--- src/hw/hts_pkg.sv ---
/*
  constants, command codes and carrier types of the humidity and
  temperature sensor serial command port.
  assumes a single 20 MHz system clock and a synchronous active-low reset.
*/
package hts_pkg;

  // system clock
  localparam int unsigned CLK_HZ = 20_000_000;
  localparam int unsigned CLK_PER_MS = CLK_HZ / 1000;

  // times in milliseconds, as specified
  localparam int unsigned SETTLE_MS = 20; // power-up and soft-reset settling, longest
  localparam int unsigned INIT_MS = 10; // initialization processing
  localparam int unsigned CONV_MS = 80; // conversion, done within the host wait

  // times in clock cycles (longest times round down)
  localparam int unsigned SETTLE_CYC = SETTLE_MS * CLK_PER_MS;
  localparam int unsigned INIT_CYC = INIT_MS * CLK_PER_MS;
  localparam int unsigned CONV_CYC = CONV_MS * CLK_PER_MS;

  // bus address and direction
  localparam logic [6:0] TARGET_ADDR = 7'h38;
  localparam logic DIR_READ = 1'b1;

  // command bytes and their parameters
  localparam logic [7:0] CMD_INIT = 8'hBE;
  localparam logic [7:0] CMD_MEAS = 8'hAC;
  localparam logic [7:0] CMD_STATUS = 8'h71;
  localparam logic [7:0] CMD_SOFT_RESET = 8'hBA;
  localparam logic [7:0] INIT_PARAM0 = 8'h08;
  localparam logic [7:0] INIT_PARAM1 = 8'h00;
  localparam logic [7:0] MEAS_PARAM0 = 8'h33;
  localparam logic [7:0] MEAS_PARAM1 = 8'h00;

  // status byte fields
  localparam int unsigned STAT_BUSY_BIT = 7;
  localparam int unsigned STAT_CAL_BIT = 3;

  // crc-8, x^8+x^5+x^4+1
  localparam logic [7:0] CRC_POLY = 8'h31;
  localparam logic [7:0] CRC_INIT = 8'hFF;

  // read sequence: status, six data bytes incl. crc, then filler
  localparam logic [2:0] RD_LAST = 3'h6;
  localparam logic [7:0] RD_FILL = 8'hFF;

  // raw conversion result
  typedef struct packed {
    logic [19:0] raw_humidity_value;
    logic [19:0] raw_temperature_value;
  } result_t;

endpackage : hts_pkg

--- src/hw/hts_cmd_port.sv ---
/*
  serial command and readout port of the humidity and temperature sensor:
  bus target at a fixed address, command decoder, busy/calibration
  sequencing and the result readout with crc.
  assumes scl/sda arrive asynchronously from open-drain pins and that the
  sensing core delivers a stable raw result on mclk when asked.
*/
`timescale 1ns/1ns

// Functional notes
// - after power-up, become idle within 20 ms; never pull the clock low.
// - first byte holds the fixed address 0x38 and a direction bit.
// - direction bit one reads, zero writes.
// - after the eighth falling clock edge, pull data low to acknowledge.
// - 0xBE initializes, 0xAC triggers a measurement; host waits for completion.
// - initialization takes parameters 0x08 then 0x00; host waits 10 ms.
// - measurement takes parameters 0x33 then 0x00, which start a conversion.
// - command 0x71 makes the next read return the status byte.
// - status bit 7 is one while measuring, zero when done.
// - status bit 3 is one when calibrated; other bits read zero.
// - host waits 80 ms, polls busy, then reads six bytes.
// - a seventh byte carries crc-8 x^8+x^5+x^4+1 over the six bytes.
// - command 0xBA reinitializes to defaults within 20 ms.
// - host data is sampled on rising clock, changes only after falling clock.
module hts_cmd_port #(
  parameter int unsigned SETTLE_CYC = hts_pkg::SETTLE_CYC,
  parameter int unsigned INIT_CYC = hts_pkg::INIT_CYC,
  parameter int unsigned CONV_CYC = hts_pkg::CONV_CYC
) (
  // clock and reset
  input wire logic mclk,
  input wire logic rst_n,
  // serial clock pin
  input wire logic scl_in,
  output logic scl_out,
  output logic scl_oe,
  // serial data pin
  input wire logic sda_in,
  output logic sda_out,
  output logic sda_oe,
  // sensing core
  output logic conv_start,
  input wire hts_pkg::result_t sensor_raw
);

  typedef enum {ST_IDLE, ST_RECV, ST_ACK, ST_SEND, ST_HACK} bus_state_t;
  typedef enum {PH_SETTLE, PH_READY, PH_INIT, PH_CONV} phase_t;

  // crc-8 over the status byte and the five result bytes
  function automatic logic [7:0] crc8(input logic [47:0] data);
    logic [7:0] c;
    c = hts_pkg::CRC_INIT;
    for (int i = 47; i >= 0; i--) begin
      if (c[7] ^ data[i]) begin
        c = {c[6:0], 1'b0} ^ hts_pkg::CRC_POLY;
      end else begin
        c = {c[6:0], 1'b0};
      end
    end
    return c;
  endfunction : crc8

  logic [2:0] scl_sync;
  logic [2:0] sda_sync;
  logic scl_rise;
  logic scl_fall;
  logic start_det;
  logic stop_det;
  bus_state_t state;
  logic [3:0] bitcnt;
  logic [7:0] shreg;
  logic [7:0] txsh;
  logic first_byte;
  logic dir_rd;
  logic host_ack;
  logic drive_low;
  logic [2:0] rd_idx;
  logic [1:0] wr_idx;
  logic byte_stb;
  logic [7:0] cmd;
  logic [7:0] param0;
  logic soft_rst;
  logic start_init;
  logic start_conv;
  phase_t phase;
  logic [31:0] timer;
  logic calibrated;
  hts_pkg::result_t result;
  logic [7:0] status;
  logic [47:0] rd_data;
  logic [7:0] next_tx;

  // index of the crc byte in the read sequence
  localparam logic [2:0] RD_LAST_IDX = hts_pkg::RD_LAST;

  // pin synchronisers; bit 0 is read only by bit 1
  always_ff @(posedge mclk) begin
    if (!rst_n) begin
      scl_sync <= 3'h7;
      sda_sync <= 3'h7;
    end else begin
      scl_sync <= {scl_sync[1:0], scl_in};
      sda_sync <= {sda_sync[1:0], sda_in};
    end
  end

  // bus edges and framing conditions
  assign scl_rise = scl_sync[1] & ~scl_sync[2];
  assign scl_fall = ~scl_sync[1] & scl_sync[2];
  assign start_det = scl_sync[1] & scl_sync[2] & ~sda_sync[1] & sda_sync[2];
  assign stop_det = scl_sync[1] & scl_sync[2] & sda_sync[1] & ~sda_sync[2];

  // open-drain drive: data only ever pulled low, clock never held
  assign sda_out = 1'b0;
  assign sda_oe = drive_low;
  assign scl_out = 1'b0;
  assign scl_oe = 1'b0;

  // readout bytes: status, humidity msb first, shared nibble, temperature
  assign status = {phase == PH_CONV, 3'h0, calibrated, 3'h0};
  assign rd_data = {status, result.raw_humidity_value, result.raw_temperature_value};

  // byte to send for the current read index
  always_comb begin
    if (rd_idx < RD_LAST_IDX) begin
      next_tx = rd_data[47 - 8 * rd_idx -: 8];
    end else if (rd_idx == RD_LAST_IDX) begin
      next_tx = crc8(rd_data);
    end else begin
      next_tx = hts_pkg::RD_FILL;
    end
  end

  // bus target state machine
  always_ff @(posedge mclk) begin
    if (!rst_n) begin
      state <= ST_IDLE;
      bitcnt <= 4'h0;
      shreg <= 8'h00;
      txsh <= 8'h00;
      first_byte <= 1'b0;
      dir_rd <= 1'b0;
      host_ack <= 1'b0;
      drive_low <= 1'b0;
      rd_idx <= 3'h0;
      wr_idx <= 2'h0;
      byte_stb <= 1'b0;
    end else begin
      byte_stb <= 1'b0;
      if (start_det) begin
        state <= ST_RECV;
        bitcnt <= 4'h0;
        first_byte <= 1'b1;
        drive_low <= 1'b0;
        rd_idx <= 3'h0;
        wr_idx <= 2'h0;
      end else if (stop_det) begin
        state <= ST_IDLE;
        drive_low <= 1'b0;
      end else begin
        case (state)
          ST_IDLE: begin
            drive_low <= 1'b0;
          end
          ST_RECV: begin
            if (scl_rise) begin
              shreg <= {shreg[6:0], sda_sync[1]};
              bitcnt <= bitcnt + 4'h1;
            end else if (scl_fall && bitcnt == 4'h8) begin
              if (!first_byte) begin
                state <= ST_ACK;
                drive_low <= 1'b1;
                byte_stb <= 1'b1;
              end else if (shreg[7:1] == hts_pkg::TARGET_ADDR && phase != PH_SETTLE) begin
                state <= ST_ACK;
                drive_low <= 1'b1;
                dir_rd <= (shreg[0] == hts_pkg::DIR_READ);
              end else begin
                state <= ST_IDLE;
              end
            end
          end
          ST_ACK: begin
            if (scl_fall) begin
              bitcnt <= 4'h0;
              if (!first_byte && wr_idx != 2'h3) begin
                wr_idx <= wr_idx + 2'h1;
              end
              first_byte <= 1'b0;
              if (dir_rd) begin
                state <= ST_SEND;
                txsh <= next_tx;
                drive_low <= ~next_tx[7];
                rd_idx <= rd_idx + 3'h1;
              end else begin
                state <= ST_RECV;
                drive_low <= 1'b0;
              end
            end
          end
          ST_SEND: begin
            if (scl_fall) begin
              bitcnt <= bitcnt + 4'h1;
              if (bitcnt == 4'h7) begin
                state <= ST_HACK;
                drive_low <= 1'b0;
              end else begin
                txsh <= {txsh[6:0], 1'b0};
                drive_low <= ~txsh[6];
              end
            end
          end
          ST_HACK: begin
            if (scl_rise) begin
              host_ack <= ~sda_sync[1];
            end else if (scl_fall) begin
              bitcnt <= 4'h0;
              if (host_ack) begin
                state <= ST_SEND;
                txsh <= next_tx;
                drive_low <= ~next_tx[7];
                if (rd_idx != 3'h7) begin
                  rd_idx <= rd_idx + 3'h1;
                end
              end else begin
                state <= ST_IDLE;
              end
            end
          end
          default: begin
            state <= ST_IDLE;
            drive_low <= 1'b0;
          end
        endcase
      end
    end
  end

  // command decoder: command byte, then two parameter bytes
  always_ff @(posedge mclk) begin
    if (!rst_n) begin
      cmd <= 8'h00;
      param0 <= 8'h00;
      soft_rst <= 1'b0;
      start_init <= 1'b0;
      start_conv <= 1'b0;
    end else begin
      soft_rst <= 1'b0;
      start_init <= 1'b0;
      start_conv <= 1'b0;
      if (byte_stb) begin
        case (wr_idx)
          2'h0: begin
            cmd <= shreg; // a status command needs nothing more: reads start at status
            soft_rst <= (shreg == hts_pkg::CMD_SOFT_RESET);
          end
          2'h1: begin
            param0 <= shreg;
          end
          2'h2: begin
            start_init <= cmd == hts_pkg::CMD_INIT && param0 == hts_pkg::INIT_PARAM0
              && shreg == hts_pkg::INIT_PARAM1;
            start_conv <= cmd == hts_pkg::CMD_MEAS && param0 == hts_pkg::MEAS_PARAM0
              && shreg == hts_pkg::MEAS_PARAM1;
          end
          default: begin
          end
        endcase
      end
    end
  end

  // settling, initialization and conversion sequencing
  always_ff @(posedge mclk) begin
    if (!rst_n) begin
      phase <= PH_SETTLE;
      timer <= 32'h0;
      calibrated <= 1'b0;
      result <= '0;
      conv_start <= 1'b0;
    end else begin
      conv_start <= 1'b0;
      if (soft_rst) begin
        phase <= PH_SETTLE;
        timer <= 32'h0;
        calibrated <= 1'b0;
      end else begin
        case (phase)
          PH_SETTLE: begin
            timer <= timer + 32'h1;
            if (timer >= SETTLE_CYC - 1) begin
              phase <= PH_READY;
            end
          end
          PH_READY: begin
            timer <= 32'h0;
            if (start_conv) begin
              phase <= PH_CONV;
              conv_start <= 1'b1;
            end else if (start_init) begin
              phase <= PH_INIT;
            end
          end
          PH_INIT: begin
            timer <= timer + 32'h1;
            if (timer >= INIT_CYC - 1) begin
              phase <= PH_READY;
              calibrated <= 1'b1;
            end
          end
          PH_CONV: begin
            timer <= timer + 32'h1;
            if (timer >= CONV_CYC - 1) begin
              phase <= PH_READY;
              result <= sensor_raw;
            end
          end
          default: begin
            phase <= PH_SETTLE;
            timer <= 32'h0;
          end
        endcase
      end
    end
  end

endmodule : hts_cmd_port

--- config.mk ---
export PLATFORM = sky130hd
export DESIGN_NAME = hts_cmd_port
export DESIGN_NICKNAME = d
export VERILOG_FILES = /design/src/hw/hts_pkg.sv /design/src/hw/hts_cmd_port.sv
export SDC_FILE = /design/constraint.sdc
export NUM_CORES = 1
export LEC_CHECK = 0
export BUFFER_PORTS_ARGS = -buffer_cell sky130_fd_sc_hd__buf_2
export CAP_MARGIN = 5
export CORE_ASPECT_RATIO = 0.5
export CORE_MARGIN = 2
export CORE_UTILIZATION = 30
export CTS_BUF_LIST = sky130_fd_sc_hd__clkbuf_16
export CTS_CLUSTER_DIAMETER = 80
export CTS_CLUSTER_SIZE = 14
export DETAILED_ROUTE_END_ITERATION = 8
export PLACE_DENSITY = 0.44
export SLEW_MARGIN = 30
export SYNTH_ARGS = -nofsm -noshare
export SYNTH_HDL_FRONTEND = slang
export SYNTH_SLANG_ARGS = --single-unit
--- constraint.sdc ---
create_clock -name mclk -period 4.9 [get_ports mclk]
set_clock_uncertainty 0.05 [all_clocks]
set_input_delay 0.735 -clock mclk [delete_from_list [all_inputs] [get_ports mclk]]
set_output_delay 0.735 -clock mclk [all_outputs]
set_load 0.05 [all_outputs]
==> results of run 1 <==
==> power by group <==
part	internal (W)	switching [W]
clock network	0.000751	0.000514
registers	0.00109	0.00000897
logic	0.0000317	0.0000412
total	0.00187	0.000565
==> routing by layer <==
metal | track usage [%] | part of all wire, % | vias up
met5 | 0 | 0 | -
met3 | 3.37 | 3.0 | 12
li1 | - | - | 2817
met1 | 19.6 | 52 | 2568
met4 | 4.36 | 0.92 | 0
met2 | 22.0 | 44 | 54
==> critical path: cells and delay by family, from the launching register on <==
kind | cells | cell delay, ns
xor gates and xnor gates | 7 | 2.33
AOI/OAI and AO/OA | 2 | 0.52
DFF | 1 | 0.44
==> logic make-up (layout without fill, tap and decap cells) <==
family	Yosys count	after routing	share of synthesized area, %
buffers and inverters	64	95	3.43
xor gates and xnor gates	119	119	19.3
adders and majority gates	11	11	1.84
and+or+nand+nor	312	312	20.9
DFF	133	133	35.6
muxes	63	63	9.79
other	1	3	0.0502
AOI/OAI and AO/OA	107	107	9.05
==> cells in the final DEF, fill, tap and decap left out, types with 7 or more instances in the layout <==
cell type,count
xnor2_1,56
a21oi_1,37
nor3_1,18
buf_2,45
xnor3_1,13
nor4_1,7
mux2i_1,54
dfxtp_1,133
nand4_1,10
nor2_1,69
nor2b_1,56
nand3_1,35
inv_1,15
mux4_2,8
clkbuf_16,17
nand2_1,71
ha_1,11
nand2b_1,16
o21ai_0,22
a21boi_0,17
xor2_1,33
==> final cells by class <==
cell class                      count  share of cell area, %
Clock inverter                     15                   1.83
Tap cell                          336                   4.92
Inverter                           15                  0.659
Timing Repair Buffer               48                   2.90
Clock buffer                       17                   4.98
Multi-Input combinational cell    615                   53.5
Sequential cell                   133                   31.2
==> final timing paths <==
path | endpoint | start | cells after the start | slack (ns)
hold / removal | scl_sync[1]$_SDFF_PN1_ | scl_sync[0]$_SDFF_PN1_ | 1 | 0.36
setup reg to reg | sda_oe$_SDFFE_PP0P_ | rd_data[34]$_SDFFE_PN0P_ | 9 | 1.42
setup / recovery | sda_oe$_SDFFE_PP0P_ | rd_data[34]$_SDFFE_PN0P_ | 9 | 1.42
hold reg to reg | scl_sync[1]$_SDFF_PN1_ | scl_sync[0]$_SDFF_PN1_ | 1 | 0.36
==> per-stage QoR <==
stage | worst slack [ns] | utilization [%] | std cells
3_3_place_gp | 1.51 | 32.8 | 1147
2_1_floorplan | 1.65 | - | 812
4_1_cts | 1.40 | 35.2 | 1179
3_5_place_dp | 1.41 | 32.8 | 1147
6_report | 1.42 | 35.2 | 1179
5_1_grt | 1.21 | 35.2 | 1179
==> synth_stat cells (19+ instances only) <==
master and n:
a21oi_1 37, mux2i_1 54, xor2_1 33, dfxtp_1 133, o21ai_0 22, nor2b_1 56, xnor2_1 56, nand3_1 35
nand2_1 71, clkbuf_1 42, nor3_1 19, nor2_1 69
==> sequential cells by signal, summed over array words and instances (netlist names), 2 cells and up <==
| name | count |
|---|---|
| wr_idx | 2 |
| rd_data | 40 |
| sda_sync | 3 |
| shreg | 8 |
| state | 3 |
| txsh | 7 |
| cmd | 8 |
| phase | 2 |
| param0 | 8 |
| rd_idx | 3 |
| bitcnt | 4 |
| scl_sync | 3 |
| timer | 32 |
==> results.yml, run 1 <==
synthesis:
  netlist_instances: 810
  yosysSeqAreaShare_pct: 35.6
  synth_edf_count: 0
  synth_area_leader_cell: "dfxtp_1"
  synthArstFlopShare_pct: 0
  synth_area_leaders: "dfxtp_1 (36%), mux2i_1 (7.2%), xnor2_1 (6.6%), nor2b_1 (4.7%), xnor3_1 (3.9%)"
  netlist_area_mm2: 0.00748
  dominantRegCellSynth: "dfxtp_1"
  syn_area_per_cell_um2: 9.23
  synth.distinct_cells: 61
  synth.ff_latch_count: 133
  synth_top_area_share_pct: 35.6
  ys_warn_count: 0
global_routing:
  antenna_found_initial: 0
  grt_pass1_vias: 5266
  grt_max_degree: 59
  grt_usage_pct: 14.2
  grt-ovfl-total: 0
  grt_pass1_wl_um: 28600
die:
  fp-row-count: 40
  dieHeight_um: 116
  die_area_mm2: 0.0263
  start_util_pct: 30.9
  ioPinCount: 49
  core_area_mm2: 0.0242
  chipWidth_um: 227
layout:
  antenna_cells: 0
  fin_nets: 885
  area_growth_pct: 14.2
  ff_latch_area_mm2: 0.00266
  final_area_mm2: 0.00854
  multi_input_area_mm2: 0.00457
  nFillCells: 2523
  drive_gt1_share_pct: 12.3
cts:
  post_cts_buffers: 0
  ctsResizeCount: 0
  htree_levels: 4
  clk_latency_ns: 0.43
  cts_buffer_depth: 2
  holdBufCountCts: 0
  cts_buffers: 17
  cts.sinks: 133
  cts_root_buf: "clkbuf_16"
  cts.reportedPaths.clkPinSlew_ns: 0.06
  tritoncts: "built"
min_path:
  worst_hold_path_type: "reg2reg"
drt:
  drt_iter0_markers: 205
  wl_per_cell_um: 15.0
  dr.pass1.iters: 4
  drc: 0
  ant_nets: 0
  vias: 5451
  totalWireLength_um: 17600
  via_per_inst: 4.62
place:
  dpl.hpwl_um: 12900
  place_area_mm2: 0.00796
  port_buffers: 45
  place_congestion: 0.766
critical_path:
  cp-start-kind: "flop"
  crit_required_ns: 5.14
  critPathMaxStageDelay_ns: 0.54
  cpMaxStageDelayCell: "xnor3_2"
  crit_chain: "xnor3_2, xnor2_4, xnor2_2, xor3_2, xnor3_2, xnor2_4, xnor2_1, a2111oi_0, a211oi_1"
  path_max_fanout: 5
  arrival_ns: 3.72
  cp-end-kind: "flop"
  path_class: "reg2reg"
sta:
  hold_violations: 0
  drv_slew: 0
  worstMarginPinSlew_ns: 0.828
  finalSetupViolCount: 0
  max_slew_margin_pct: 44.7
  hold_slack_ns: 0.365
  timing.final.crit_period_ns: 3.48
  finalCritPeriodShare_pct: 70.9
  rsz0062_at_grt: "no"
  timing.fmax_mhz: 288
  fin_setup_tns_ns: 0
run:
  cap_violations: 0
pwr:
  ir_worst_vdd_mv: 0.222
  power_density_mw_per_mm2: 285
  p_total_w: 0.00243
  leakage_nw: 3.17
run_status:
  status: "finished, final reports clean"
Note: power is estimated with default switching activity, not from simulation.
==> run 2: changes to the inputs <==
--- a/config.mk
+++ b/config.mk
@@ -14,7 +14,7 @@
 export CTS_CLUSTER_DIAMETER = 80
 export CTS_CLUSTER_SIZE = 14
 export DETAILED_ROUTE_END_ITERATION = 8
-export PLACE_DENSITY = 0.44
+export PLACE_DENSITY = 0.46
 export SLEW_MARGIN = 30
 export SYNTH_ARGS = -nofsm -noshare
 export SYNTH_HDL_FRONTEND = slang
==> constraint.sdc (replaced) <==
create_clock -name mclk -period 3 [get_ports mclk]
set_clock_uncertainty 0.05 [all_clocks]
set_input_delay 0.45 -clock mclk [delete_from_list [all_inputs] [get_ports mclk]]
set_output_delay 0.45 -clock mclk [all_outputs]
set_load 0.05 [all_outputs]
==> run 2 against run 1 <==
  * The run now ends with setup timing left
  * Largest power group unchanged
  * Register-to-register slack worse by 1.5 ns
  * Via count up 5.1%
  * First-iteration DRC count up 33%
  * Sequential share of layout area down 1.9 points
  * Global-route usage up 0.70 points
  * Critical endpoint is now txsh[5]$_SDFFE_PN0P_
  * Utilization up 2.4 points
  * Cell count up 5.1%
==> results.yml, run 2 (same netlist as run 1, synthesis figures left out) <==
run_status:
  status: "complete, but fails checks"
  violations: "setup timing"
global_routing:
  grt-ovfl-total: 0
  antenna_found_initial: 0
  grt_pass1_wl_um: 30200
  grt_max_degree: 53
  grt_pass1_vias: 5632
  grt_usage_pct: 14.9
die:
  ioPinCount: 49
  die_area_mm2: 0.0263
  chipWidth_um: 227
  dieHeight_um: 116
  fp-row-count: 40
  start_util_pct: 30.9
  core_area_mm2: 0.0242
place:
  dpl.cell_count: 1203
  place_congestion: 0.835
  post-place-ws_ns: -0.0982
  port_buffers: 45
  dpl.hpwl_um: 13500
  place_area_mm2: 0.00843
critical_path:
  regToRegStartpoint: "rd_data[33]$_SDFFE_PN0P_"
  critPathMaxStageDelay_ns: 0.50
  timing.critical_path.mode_cell: "xnor3_2"
  r2r_cells: 9
  crit_required_ns: 3.30
  critPathTopFamily: "XOR/XNOR gates"
  path_max_fanout: 3
  reg2reg_slack_ns: -0.06
  cpMaxStageDelayCell: "xor3_2"
  path_class: "reg2reg"
  cp.buffers_inverters: 1
  crit_chain: "xnor3_2, buf_4, xnor2_1, xor3_2, xnor3_2, xnor2_4, xnor2_2, xnor3_1, a41oi_1"
  r2r_end: "txsh[5]$_SDFFE_PN0P_"
  cp-end-kind: "flop"
  arrival_ns: 3.36
  cp-start-kind: "flop"
layout:
  final_area_mm2: 0.00913
  largest_reg_flops: 40
  fin_cells: 1239
  fin_nets: 945
  multi_input_area_mm2: 0.00471
  antenna_cells: 0
  ff_latch_area_mm2: 0.00267
  most-common-layout-cells: "dfxtp_1 (127), nand2_1 (70), nor2_1 (69)"
  drive_gt1_share_pct: 21.2
  final_common_cell: "dfxtp_1"
  nFillCells: 2459
  area_growth_pct: 22.1
sta:
  rsz0062_at_grt: "yes"
  worst_slack_ns: -0.0599
  finalCritPeriodShare_pct: 102
  drv_slew: 0
  max_slew_margin_pct: 57.2
  fin_setup_tns_ns: -0.102
  finalSetupViolCount: 3
  timing.final.crit_period_ns: 3.06
  hold_violations: 0
  timing.fmax_mhz: 327
  worstMarginPinSlew_ns: 0.642
cts:
  htree_levels: 4
  cts.reportedPaths.clkPinSlew_ns: 0.06
  cts_buffer_depth: 2
  tritoncts: "built"
  holdBufCountCts: 0
  cts_buffers: 17
  clk_latency_ns: 0.43
  cts_root_buf: "clkbuf_16"
  cts.sinks: 133
drt:
  via_per_inst: 4.62
  dr.pass1.iters: 4
  drc: 0
  totalWireLength_um: 18300
  ant_nets: 0
  drt_iter0_markers: 273
  vias: 5729
  wl_per_cell_um: 14.8
pwr:
  leakage_nw: 3.55
  power_density_mw_per_mm2: 427
  ir_worst_vdd_mv: 0.399
min_path:
  hold_start: "scl_in"
  holdPathStages: 2
  min_to: "scl_sync[0]$_SDFF_PN1_"
  worst_hold_path_type: "in2reg"
run:
  cap_violations: 0
## run 2: cell types whose count changed in the layout (fill, tap and decap cells not counted), moves of 2 or more
cell	delta
dfxtp_1	-6
clkinv_4	-3
dfxtp_2	+5
xnor2_1	-11
xnor3_2	+4
inv_6	+2
buf_6	+2
buf_4	+57
clkinv_2	+3
xnor3_1	-4
xnor2_2	+10
## run 2: area by class of cell
cell class                      instances  area share (%)
Clock inverter                         15            1.41
Clock buffer                           17            4.66
Sequential cell                       133            29.3
Multi-Input combinational cell        615            51.6
Inverter                               15           0.617
Timing Repair Buffer                  108            7.87
Tap cell                              336            4.60
## run 2: how the worst max path moves through the flow
stage                              from                   end  slack, ns  depth (start not counted)
2_1_floorplan  rd_data[36]$_SDFFE_PN0P_  txsh[5]$_SDFFE_PN0P_      -0.01                          9
3_3_place_gp   rd_data[39]$_SDFFE_PN0P_  txsh[5]$_SDFFE_PN0P_      -0.07                          9
3_5_place_dp   rd_data[38]$_SDFFE_PN0P_  txsh[5]$_SDFFE_PN0P_       -0.1                         10
4_1_cts        rd_data[28]$_SDFFE_PN0P_  txsh[5]$_SDFFE_PN0P_      -0.09                         10
5_1_grt        rd_data[39]$_SDFFE_PN0P_  txsh[5]$_SDFFE_PN0P_      -0.18                         10
6_report       rd_data[33]$_SDFFE_PN0P_  txsh[5]$_SDFFE_PN0P_      -0.06                          9
## run 2: metrics by stage
stage               util [%]  hold slack, ns  power, W
floorplan                  -           0.336   0.00190
global placement        34.8           0.346   0.00195
detailed placement      34.8           0.347   0.00195
CTS                     37.2           0.139   0.00395
global route            37.7           0.136   0.00405
finish                  37.7           0.152   0.00390
## run 2: routing by layer
layer,up-vias,wire (um),track usage (%)
met5,-,0,0
li1,2942,-,-
met3,13,568,3.14
met4,0,194,4.05
met2,75,8210,23.5
met1,2699,9380,20.7
## run 2: repair_timing
item | CTS | global route
gates cloned | 0 | 0
buffers inserted | 0 | 4
endpoints found under the hold margin | 0 | 0
pin swaps | 4 | 8
endpoints found under the setup margin | 6 | 7
resized for setup | 8 | 16
## run 2: power breakdown
group          switching, W  internal, W  total, W
Combinational     0.0000675    0.0000543  0.000122
Sequential        0.0000146      0.00178   0.00179
Clock              0.000841      0.00114   0.00198
